--- src/sgp_pkg.sv ---
// Constants shared by the six-pin general I/O port: offsets, fields, resets, timing.
`default_nettype none
package sgp_pkg;

   // Bus and port widths
   localparam int ADDR_W = 12;
   localparam int DATA_W = 32;
   localparam int PIN_N  = 6;

   // Register byte offsets
   localparam logic [ADDR_W-1:0] OFS_PIN_CFG  = 12'h01e0; // pin_configuration
   localparam logic [ADDR_W-1:0] OFS_PIN_DDIR = 12'h01e4; // pin_data_direction
   localparam logic [ADDR_W-1:0] OFS_PIN_ISE  = 12'h01e8; // pin_interrupt_status_enable
   localparam logic [ADDR_W-1:0] OFS_TOP_STS  = 12'h0058; // top_interrupt_status (pin bit only)
   localparam logic [ADDR_W-1:0] OFS_TOP_EN   = 12'h005c; // top_interrupt_enable (pin bit only)

   // Field positions (low bit of each six-bit field; TOP_PIN_BIT is a single bit)
   localparam int POL_LSB  = 16; // pin_trigger_polarity in pin_configuration
   localparam int BUF_LSB  = 0;  // pin_buffer_type in pin_configuration
   localparam int DIR_LSB  = 16; // pin_direction in pin_data_direction
   localparam int DATA_LSB = 0;  // pin_data in pin_data_direction
   localparam int IEN_LSB  = 16; // per-pin enables in pin_interrupt_status_enable
   localparam int ISTS_LSB = 0;  // per-pin status in pin_interrupt_status_enable
   localparam int TOP_PIN_BIT = 12; // pin event in the top-level status and enable

   // Reset values
   localparam logic [PIN_N-1:0] RST_PIN_FIELD = 6'h00;
   localparam logic             RST_TOP_EN    = 1'b0;
   localparam logic [DATA_W-1:0] RD_IDLE      = 32'h0000_0000;

   // Timing: least trigger hold, rounded up to whole clock cycles
   localparam int CLK_PERIOD_PS = 4000;
   localparam int PIN_HOLD_NS   = 40;
   localparam int PIN_HOLD_CYC  = (PIN_HOLD_NS * 1000 + CLK_PERIOD_PS - 1) / CLK_PERIOD_PS;
   localparam int HOLD_W        = 4;
   localparam logic [HOLD_W-1:0] HOLD_MAX = HOLD_W'(PIN_HOLD_CYC);

endpackage : sgp_pkg
`default_nettype wire

--- src/sgp_sync.sv ---
// Two-flip-flop synchroniser for the pin inputs.
`timescale 1ns/1ps
`default_nettype none
module sgp_sync #(
   parameter int WIDTH = 6
) (
   input  wire logic             sys_clk,
   input  wire logic             resetn,
   input  wire logic [WIDTH-1:0] async_in,
   output var  logic [WIDTH-1:0] sync_out
);

   logic [WIDTH-1:0] meta;
   logic [WIDTH-1:0] next_meta;
   logic [WIDTH-1:0] next_sync_out;

   // First stage feeds only the second stage
   always_comb begin
      next_meta     = async_in;
      next_sync_out = meta;
   end

   // Both stages clear on reset so the pins read low until sampled
   always_ff @(posedge sys_clk) begin
      if (!resetn) begin
         meta     <= '0;
         sync_out <= '0;
      end else begin
         meta     <= next_meta;
         sync_out <= next_sync_out;
      end
   end

endmodule : sgp_sync
`default_nettype wire

--- src/sgp_gpio_port.sv ---
// Six-pin general I/O port: registers, pin drivers, level interrupts and the pin event.
//
// The plain strobed port was decided locally.
`timescale 1ns/1ps
`default_nettype none

// How it works
// Polarity bit per pin: 0 triggers on low level, 1 on high level.
// Buffer-type bit per pin: 0 open-drain driver, 1 push-pull driver.
// Open-drain output drives low for data zero and releases for data one.
// Direction bit per pin: 0 input, 1 output.
// An output pin shows the data bit software last wrote.
// Data read gives live pin for inputs, last written value for outputs.
// Writing one clears a pin status bit; writing zero leaves it alone.
// Status bits record triggers whether or not the pin enable is set.
// Enabled set status bits are ORed into one pin event.
// Interrupt asserts for pin events only if the top-level enable is also set.
// The outside source holds a trigger level longer than 40 ns.
// All pin fields reset to zero: inputs, open-drain, low trigger, no interrupts.
// Pin event reads at top status bit 12, enabled by top enable bit 12.
// Pin inputs pass two flip-flops before readback or interrupt detection.
// A pin still at its trigger level sets its status again after clearing.
module sgp_gpio_port (
   input  wire logic                         sys_clk,
   input  wire logic                         resetn,
   input  wire logic [sgp_pkg::ADDR_W-1:0]   reg_addr,
   input  wire logic [sgp_pkg::DATA_W-1:0]   reg_wdata,
   input  wire logic                         reg_wr,
   input  wire logic                         reg_rd,
   output var  logic [sgp_pkg::DATA_W-1:0]   reg_rdata,
   input  wire logic [sgp_pkg::PIN_N-1:0]    pin_in,
   output var  logic [sgp_pkg::PIN_N-1:0]    pin_out,
   output var  logic [sgp_pkg::PIN_N-1:0]    pin_oe,
   output var  logic                         pin_event,
   output var  logic                         irq
);
   import sgp_pkg::*;

   // Address match, used by both the write and the read decode
   function automatic logic sgp_hit(input logic [ADDR_W-1:0] addr,
                                    input logic [ADDR_W-1:0] ofs);
      sgp_hit = (addr == ofs);
   endfunction : sgp_hit

   // Software-visible state
   logic [PIN_N-1:0]  pin_trigger_polarity;
   logic [PIN_N-1:0]  pin_buffer_type;
   logic [PIN_N-1:0]  pin_direction;
   logic [PIN_N-1:0]  pin_data;
   logic [PIN_N-1:0]  pin_int_enable;
   logic [PIN_N-1:0]  pin_int_status;
   logic              top_pin_enable;
   logic [PIN_N-1:0]  next_pin_trigger_polarity;
   logic [PIN_N-1:0]  next_pin_buffer_type;
   logic [PIN_N-1:0]  next_pin_direction;
   logic [PIN_N-1:0]  next_pin_data;
   logic [PIN_N-1:0]  next_pin_int_enable;
   logic [PIN_N-1:0]  next_pin_int_status;
   logic              next_top_pin_enable;

   // Pin side and interrupt outputs
   logic [PIN_N-1:0]  pin_sync;
   logic [PIN_N-1:0]  pin_qualified;
   logic [PIN_N-1:0]  next_pin_out;
   logic [PIN_N-1:0]  next_pin_oe;
   logic              next_pin_event;
   logic              next_irq;
   logic [DATA_W-1:0] next_reg_rdata;

   // Decoded strobes
   logic              wr_cfg;
   logic              wr_ddir;
   logic              wr_ise;
   logic              wr_top_en;
   logic              rd_cfg;
   logic              rd_ddir;
   logic              rd_ise;
   logic              rd_top_sts;
   logic              rd_top_en;

   // Register images as software sees them; reserved bits stay zero
   logic [DATA_W-1:0] cfg_image;
   logic [DATA_W-1:0] ddir_image;
   logic [DATA_W-1:0] ise_image;
   logic [DATA_W-1:0] top_sts_image;
   logic [DATA_W-1:0] top_en_image;

   // Pins cross into the clock domain before anything looks at them
   sgp_sync #(
      .WIDTH    (PIN_N)
   ) u_pin_sync (
      .sys_clk  (sys_clk),
      .resetn   (resetn),
      .async_in (pin_in),
      .sync_out (pin_sync)
   );

   // Write decode; an unmapped write is simply dropped
   always_comb begin
      wr_cfg    = reg_wr && sgp_hit(reg_addr, OFS_PIN_CFG);
      wr_ddir   = reg_wr && sgp_hit(reg_addr, OFS_PIN_DDIR);
      wr_ise    = reg_wr && sgp_hit(reg_addr, OFS_PIN_ISE);
      wr_top_en = reg_wr && sgp_hit(reg_addr, OFS_TOP_EN);
   end

   // Read decode; an unmapped read falls through to zero
   always_comb begin
      rd_cfg     = reg_rd && sgp_hit(reg_addr, OFS_PIN_CFG);
      rd_ddir    = reg_rd && sgp_hit(reg_addr, OFS_PIN_DDIR);
      rd_ise     = reg_rd && sgp_hit(reg_addr, OFS_PIN_ISE);
      rd_top_sts = reg_rd && sgp_hit(reg_addr, OFS_TOP_STS);
      rd_top_en  = reg_rd && sgp_hit(reg_addr, OFS_TOP_EN);
   end

   // Trigger qualification: one hold counter per pin
   genvar gi;
   generate
      for (gi = 0; gi < PIN_N; gi++) begin : g_pin
         logic [HOLD_W-1:0] hold_cnt;
         logic [HOLD_W-1:0] next_hold_cnt;
         logic              at_level;

         // Count cycles at the trigger level; a short glitch never reaches the limit
         always_comb begin
            at_level = (pin_sync[gi] == pin_trigger_polarity[gi]);
            if (!at_level) begin
               next_hold_cnt = '0;
            end else if (hold_cnt == HOLD_MAX) begin
               next_hold_cnt = hold_cnt;                   // Saturate while the level holds
            end else begin
               next_hold_cnt = hold_cnt + 1'b1;
            end
         end

         // Counter register
         always_ff @(posedge sys_clk) begin
            if (!resetn) begin
               hold_cnt <= '0;
            end else begin
               hold_cnt <= next_hold_cnt;
            end
         end

         // Level recognised once held for the least hold time
         assign pin_qualified[gi] = at_level && (hold_cnt == HOLD_MAX);
      end
   endgenerate

   // Configuration register fields
   always_comb begin
      next_pin_trigger_polarity = pin_trigger_polarity;
      next_pin_buffer_type      = pin_buffer_type;
      if (wr_cfg) begin
         next_pin_trigger_polarity = reg_wdata[POL_LSB +: PIN_N];
         next_pin_buffer_type      = reg_wdata[BUF_LSB +: PIN_N];
      end
   end

   // Direction and data fields; data always stores the write, even for inputs
   always_comb begin
      next_pin_direction = pin_direction;
      next_pin_data      = pin_data;
      if (wr_ddir) begin
         next_pin_direction = reg_wdata[DIR_LSB +: PIN_N];
         next_pin_data      = reg_wdata[DATA_LSB +: PIN_N];
      end
   end

   // Enables and sticky status; a trigger in the clearing cycle wins over the clear
   always_comb begin
      next_pin_int_enable = pin_int_enable;
      next_pin_int_status = pin_int_status;
      if (wr_ise) begin
         next_pin_int_enable = reg_wdata[IEN_LSB +: PIN_N];
         next_pin_int_status = pin_int_status & ~reg_wdata[ISTS_LSB +: PIN_N];
      end
      // Set regardless of enables, and again while the level persists
      next_pin_int_status = next_pin_int_status | pin_qualified;
   end

   // Top-level pin event enable
   always_comb begin
      next_top_pin_enable = top_pin_enable;
      if (wr_top_en) begin
         next_top_pin_enable = reg_wdata[TOP_PIN_BIT];
      end
   end

   // Configuration register; low-level trigger and open-drain after reset
   always_ff @(posedge sys_clk) begin
      if (!resetn) begin
         pin_trigger_polarity <= RST_PIN_FIELD;
         pin_buffer_type      <= RST_PIN_FIELD;
      end else begin
         pin_trigger_polarity <= next_pin_trigger_polarity;
         pin_buffer_type      <= next_pin_buffer_type;
      end
   end

   // Direction and data register; pins come up as undriven inputs
   always_ff @(posedge sys_clk) begin
      if (!resetn) begin
         pin_direction        <= RST_PIN_FIELD;
         pin_data             <= RST_PIN_FIELD;
      end else begin
         pin_direction        <= next_pin_direction;
         pin_data             <= next_pin_data;
      end
   end

   // Enable and status register; nothing pending and nothing enabled after reset
   always_ff @(posedge sys_clk) begin
      if (!resetn) begin
         pin_int_enable       <= RST_PIN_FIELD;
         pin_int_status       <= RST_PIN_FIELD;
      end else begin
         pin_int_enable       <= next_pin_int_enable;
         pin_int_status       <= next_pin_int_status;
      end
   end

   // Top-level pin event enable bit
   always_ff @(posedge sys_clk) begin
      if (!resetn) begin
         top_pin_enable       <= RST_TOP_EN;
      end else begin
         top_pin_enable       <= next_top_pin_enable;
      end
   end

   // Pin drivers, computed from next values so pins follow the write edge
   always_comb begin
      for (int i = 0; i < PIN_N; i++) begin
         if (!next_pin_direction[i]) begin
            next_pin_out[i] = 1'b0;                         // Inputs are never driven
            next_pin_oe[i]  = 1'b0;
         end else if (next_pin_buffer_type[i]) begin
            next_pin_out[i] = next_pin_data[i];             // Push-pull drives both levels
            next_pin_oe[i]  = 1'b1;
         end else begin
            next_pin_out[i] = 1'b0;                         // Open-drain only pulls low
            next_pin_oe[i]  = ~next_pin_data[i];
         end
      end
   end

   // Pin event and interrupt follow the status in the same cycle
   always_comb begin
      next_pin_event = |(next_pin_int_status & next_pin_int_enable);
      next_irq       = next_pin_event && next_top_pin_enable;
   end

   // Register images; data of output pins shows the stored value, not the wire
   always_comb begin
      cfg_image     = RD_IDLE;
      ddir_image    = RD_IDLE;
      ise_image     = RD_IDLE;
      top_sts_image = RD_IDLE;
      top_en_image  = RD_IDLE;
      cfg_image[POL_LSB +: PIN_N]   = pin_trigger_polarity;
      cfg_image[BUF_LSB +: PIN_N]   = pin_buffer_type;
      ddir_image[DIR_LSB +: PIN_N]  = pin_direction;
      ddir_image[DATA_LSB +: PIN_N] = (pin_direction & pin_data) | (~pin_direction & pin_sync);
      ise_image[IEN_LSB +: PIN_N]   = pin_int_enable;
      ise_image[ISTS_LSB +: PIN_N]  = pin_int_status;
      top_sts_image[TOP_PIN_BIT]    = pin_event;       // Read-only, clears with its source
      top_en_image[TOP_PIN_BIT]     = top_pin_enable;
   end

   // Read mux; a read that hits nothing returns zero, and the bus never waits
   always_comb begin
      next_reg_rdata = RD_IDLE;
      if (rd_cfg) begin
         next_reg_rdata = cfg_image;
      end else if (rd_ddir) begin
         next_reg_rdata = ddir_image;
      end else if (rd_ise) begin
         next_reg_rdata = ise_image;
      end else if (rd_top_sts) begin
         next_reg_rdata = top_sts_image;
      end else if (rd_top_en) begin
         next_reg_rdata = top_en_image;
      end
   end

   // Pin drive flops; every pin stays released through reset
   always_ff @(posedge sys_clk) begin
      if (!resetn) begin
         pin_out   <= RST_PIN_FIELD;
         pin_oe    <= RST_PIN_FIELD;
      end else begin
         pin_out   <= next_pin_out;
         pin_oe    <= next_pin_oe;
      end
   end

   // Interrupt flops; both follow the status register in the same cycle
   always_ff @(posedge sys_clk) begin
      if (!resetn) begin
         pin_event <= 1'b0;
         irq       <= 1'b0;
      end else begin
         pin_event <= next_pin_event;
         irq       <= next_irq;
      end
   end

   // Read data flop; the word stands for the single cycle after the strobe
   always_ff @(posedge sys_clk) begin
      if (!resetn) begin
         reg_rdata <= RD_IDLE;
      end else begin
         reg_rdata <= next_reg_rdata;
      end
   end

endmodule : sgp_gpio_port
`default_nettype wire

--- config.mk ---
export PLATFORM = sky130hd
export DESIGN_NAME = sgp_gpio_port
export DESIGN_NICKNAME = d
export VERILOG_FILES = /design/src/sgp_pkg.sv /design/src/sgp_sync.sv /design/src/sgp_gpio_port.sv
export SDC_FILE = /design/constraint.sdc
export NUM_CORES = 1
export LEC_CHECK = 0
export BUFFER_PORTS_ARGS = -buffer_cell sky130_fd_sc_hd__buf_2
export CORE_AREA = 2 2 113 115
export CTS_BUF_LIST = sky130_fd_sc_hd__clkbuf_8
export DETAILED_ROUTE_END_ITERATION = 8
export DIE_AREA = 0 0 115 117
export GPL_ROUTABILITY_DRIVEN = 1
export PLACE_DENSITY_LB_ADDON = 0.15
export SLEW_MARGIN = 20
export SYNTH_ARGS = -nofsm -noshare
export SYNTH_HDL_FRONTEND = slang
export SYNTH_SLANG_ARGS = --single-unit
--- constraint.sdc ---
create_clock -name sys_clk -period 3.8 [get_ports sys_clk]
set_clock_uncertainty 0.15 [all_clocks]
set_input_delay 0.38 -clock sys_clk [delete_from_list [all_inputs] [get_ports sys_clk]]
set_output_delay 0.38 -clock sys_clk [all_outputs]
set_load 0.05 [all_outputs]
==> impl_metrics.json <==
{
  "fin_crit_sh_pct": 56.40,
  "crit_arrival_ns": 2.24,
  "synth_cell_types": 45,
  "min_path_cells": 2,
  "async_reset_ff_share_pct": 0,
  "post_cts_buffers": 0,
  "drv_slew": 0,
  "synth.area.top_cells": "dfxtp_1, nor2_1, buf_4, ha_1, a21oi_1",
  "synth_top_area_share_pct": 47.80,
  "drtIter0Drc": 244,
  "period_minus_slack_ns": 2.143,
  "reg2reg_depth": 7,
  "die_w_um": 115,
  "cts_num_sinks": 100,
  "timing.rr.end": "irq$_SDFF_PN0_",
  "antenna_left": 0,
  "yosys.area.top_type": "dfxtp_1",
  "clk_pin_slew_ns": 0.08,
  "tightest_slew_ns": 0.9077,
  "slowest_delay_ns": 0.74,
  "crit_fanout": 16,
  "io-pin-count": 100,
  "grt_pass1_wl_um": 15890,
  "die-area_um2": 13460,
  "timing.rr.start": "g_pin[5].hold_cnt[0]$_SDFFE_PN0N_",
  "avgSynthCellArea_um2": 9.369,
  "power_frac_seq_pct": 55.8,
  "setup_tns_ns": 0,
  "grt_pass1_vias": 3167,
  "crit_buf_inv": 1,
  "die_y_um": 117,
  "first_pass_iters": 7,
  "initial_core_util_pct": 34.01,
  "switching_share_pct": 24.04,
  "syn_inst": 447,
  "syn_area_um2": 4188,
  "grt_start_max_net_pins": 28,
  "grt_overflow": 0,
  "hpwl_um": 6712,
  "fillers": 1273,
  "hp-class": "in2reg",
  "min_from": "pin_in[0]",
  "end_kind": "flop",
  "routed_via_density": 4.897,
  "root_buffer": "clkbuf_8",
  "nNetsFinal": 575,
  "min_to": "u_pin_sync.meta[0]$_SDFF_PN0_",
  "yosysWarnings": 0,
  "place.gp.congestion": 0.7640,
  "vdd_drop_max_mv": 0.2262,
  "cts_resized": 0,
  "p_per_area_nw_per_um2": 405.0,
  "cp_top_family": "simple AND/OR/NAND/NOR gates",
  "antenna_cells": 0,
  "area_growth_syn_to_layout_pct": 14.73,
  "dp.cells": 648,
  "worst_setup_path_start_kind": "input port",
  "cts_buffer_depth": 2,
  "leakage_nw": 2.134,
  "clk_latency_ns": 0.37,
  "finalSetupViolations": 0,
  "yosysSeqAreaShare_pct": 47.80,
  "ys_seq_elements": 100,
  "status": "completed",
  "crit_path_cell_trace": "buf_2 > nor4b_4 > nand4_2 > nor3_4 > mux2i_1 > a21oi_1",
  "register_area_um2": 2002,
  "power_frac_comb_pct": 7.5,
  "slowest_stage": "nor3_4",
  "h-tree-depth": 3,
  "grtUsageTotal_pct": 15.33,
  "reg2reg_slack_ns": 1.99,
  "path_depth": 6,
  "hold_buffers": 0,
  "p_clk_share_pct": 36.7,
  "core_um2": 12310,
  "hold_viol_final": 0,
  "multiInputGateArea_um2": 1954,
  "internal_power_w": 0.001478,
  "drt-wirelength-per-cell_um": 14.54,
  "cts_buffers": 9,
  "worstPathRequired_ns": 3.90,
  "drc": 0,
  "final_layout_size_suffix_gt1_share_pct": 20.66,
  "critical_path_class": "in2reg",
  "maxSlewHeadroom_pct": 39.29,
  "port_buffers": 61,
  "synth_edf_count": 0,
  "vias": 3247,
  "antenna_found_initial": 0,
  "cap_viol_max_count": 0,
  "ys.flop_type": "dfxtp_1",
  "rows": 41,
  "stdcell_count": 663,
  "p_switching_w": 0.0004678,
  "max_freq_mhz": 466.6,
  "rsz0062_at_grt": "no",
  "routed_wirelength_um": 9643,
  "cts_tree": "done"
}
## stage by stage
| step | setup WS [ns] | hold slack (ns) | cell area (um^2) | util [%] | total power [W] |
|---|---|---|---|---|---|
| floorplan | 1.867 | 0.2619 | 4255 | - | 0.001227 |
| global placement | 1.284 | 0.2698 | 4599 | 37.36 | 0.001253 |
| detailed placement | 1.275 | 0.2692 | 4599 | 37.36 | 0.001258 |
| CTS | 1.681 | 0.04975 | 4805 | 39.02 | 0.001977 |
| global route | 1.533 | 0.05137 | 4805 | 39.02 | 0.002040 |
| finish | 1.657 | 0.06724 | 4805 | 39.02 | 0.001946 |
## registers in the layout, indices dropped and copies added, names as in the netlist
name	flops
g_pin.hold_cnt	24
irq	1
pin_buffer_type	6
pin_data	6
pin_direction	6
pin_event	1
pin_int_enable	6
pin_int_status	6
pin_oe	6
pin_out	6
pin_trigger_polarity	6
reg_rdata	13
top_pin_enable	1
u_pin_sync.meta	6
u_pin_sync.sync_out	6
## power by group through the flow
stage                     clock, W  sequential (W)  combinational, W
after global placement           0         0.00111          0.000144
after floorplan                  0         0.00111          0.000120
after CTS                 0.000743         0.00109          0.000147
final                     0.000714         0.00109          0.000146
after detailed placement         0         0.00111          0.000147
after global routing      0.000786         0.00109          0.000163
## per-layer routing
| layer | global-route usage [%] | share of wire, % | up-vias |
|---|---|---|---|
| met2 | 25.45 | 47 | 86 |
| met4 | 4.578 | 1.4 | 0 |
| met3 | 3.913 | 5.5 | 12 |
| li1 | - | - | 1622 |
| met5 | 0 | 0 | - |
| met1 | 19.75 | 46 | 1527 |
## placed cells by master (no fill, tap or decap), types with 4 or more instances in the layout
| cell type | netlist | layout |
|---|---|---|
| and3_1 | 6 | 6 |
| xnor2_1 | 8 | 8 |
| a222oi_1 | 12 | 12 |
| inv_1 | 26 | 27 |
| a21boi_0 | 6 | 6 |
| clkbuf_8 | 0 | 9 |
| xor2_1 | 10 | 10 |
| or2_2 | 4 | 4 |
| mux2_2 | 12 | 12 |
| and2_1 | 19 | 19 |
| nand3b_1 | 4 | 4 |
| o22ai_1 | 8 | 8 |
| nor3_1 | 5 | 5 |
| dfxtp_1 | 100 | 100 |
| ha_1 | 12 | 12 |
| nand2_1 | 25 | 25 |
| a21oi_1 | 28 | 28 |
| nor2_1 | 65 | 65 |
| nand3_1 | 6 | 6 |
| mux2i_1 | 13 | 13 |
| buf_4 | 20 | 7 |
| buf_2 | 6 | 61 |
| o21ai_0 | 6 | 6 |
| a211oi_1 | 8 | 8 |
| conb_1 | 1 | 19 |
## cell type report
| class | count | area share [%] |
|---|---|---|
| clock buffers | 9 | 2.578 |
| clock inverters | 6 | 1.693 |
| inverters | 26 | 2.031 |
| multi-input cells | 304 | 40.68 |
| flip-flops and latches | 100 | 41.67 |
| well taps | 150 | 3.906 |
| repair buffers | 68 | 7.448 |
## cells in the mapped netlist (2+ instances only)
library cell  number
a211oi_1           8
a21boi_0           6
a21o_1             2
a21oi_1           28
a222oi_1          12
a41oi_1            2
and2_1            19
and3_1             6
and4_1             2
buf_2              6
buf_4             20
clkbuf_1           9
dfxtp_1          100
ha_1              12
inv_1             26
mux2_2            12
mux2i_1           13
nand2_1           25
nand3_1            6
nand3b_1           4
nor2_1            65
nor3_1             5
nor4_1             3
o21ai_0            6
o21ai_1            3
o22a_1             2
o22ai_1            8
or2_2              4
xnor2_1            8
xor2_1            10
## logic make-up after synthesis
family | share of synthesized area, %
flops | 47.80
compound gates | 12.34
fa+ha+maj | 3.585
buf+inv | 7.439
other cells | 0.08955
xor+xnor | 3.765
simple gates | 18.64
mux | 6.334
## worst max path at each step
stage	startpoint	end	slack, ns
detailed placement	reg_addr[9]	pin_oe[2]$_SDFF_PN0_	1.28
floorplan	reg_addr[9]	pin_data[2]$_SDFF_PN0_	1.87
CTS	reg_addr[9]	pin_oe[2]$_SDFF_PN0_	1.68
finish	reg_addr[9]	pin_oe[0]$_SDFF_PN0_	1.66
global route	reg_addr[9]	pin_oe[0]$_SDFF_PN0_	1.53
global placement	reg_addr[9]	pin_oe[2]$_SDFF_PN0_	1.28
## worst reg2reg max path: cells and delay by family (launching register included)
| kind | cells | cell delay (ns) |
|---|---|---|
| compound gates | 4 | 0.69 |
| fa+ha+maj | 1 | 0.21 |
| simple gates | 1 | 0.18 |
| flops | 1 | 0.40 |
| buf+inv | 1 | 0.06 |
No activity file was read; power rests on OpenSTA's default activity.
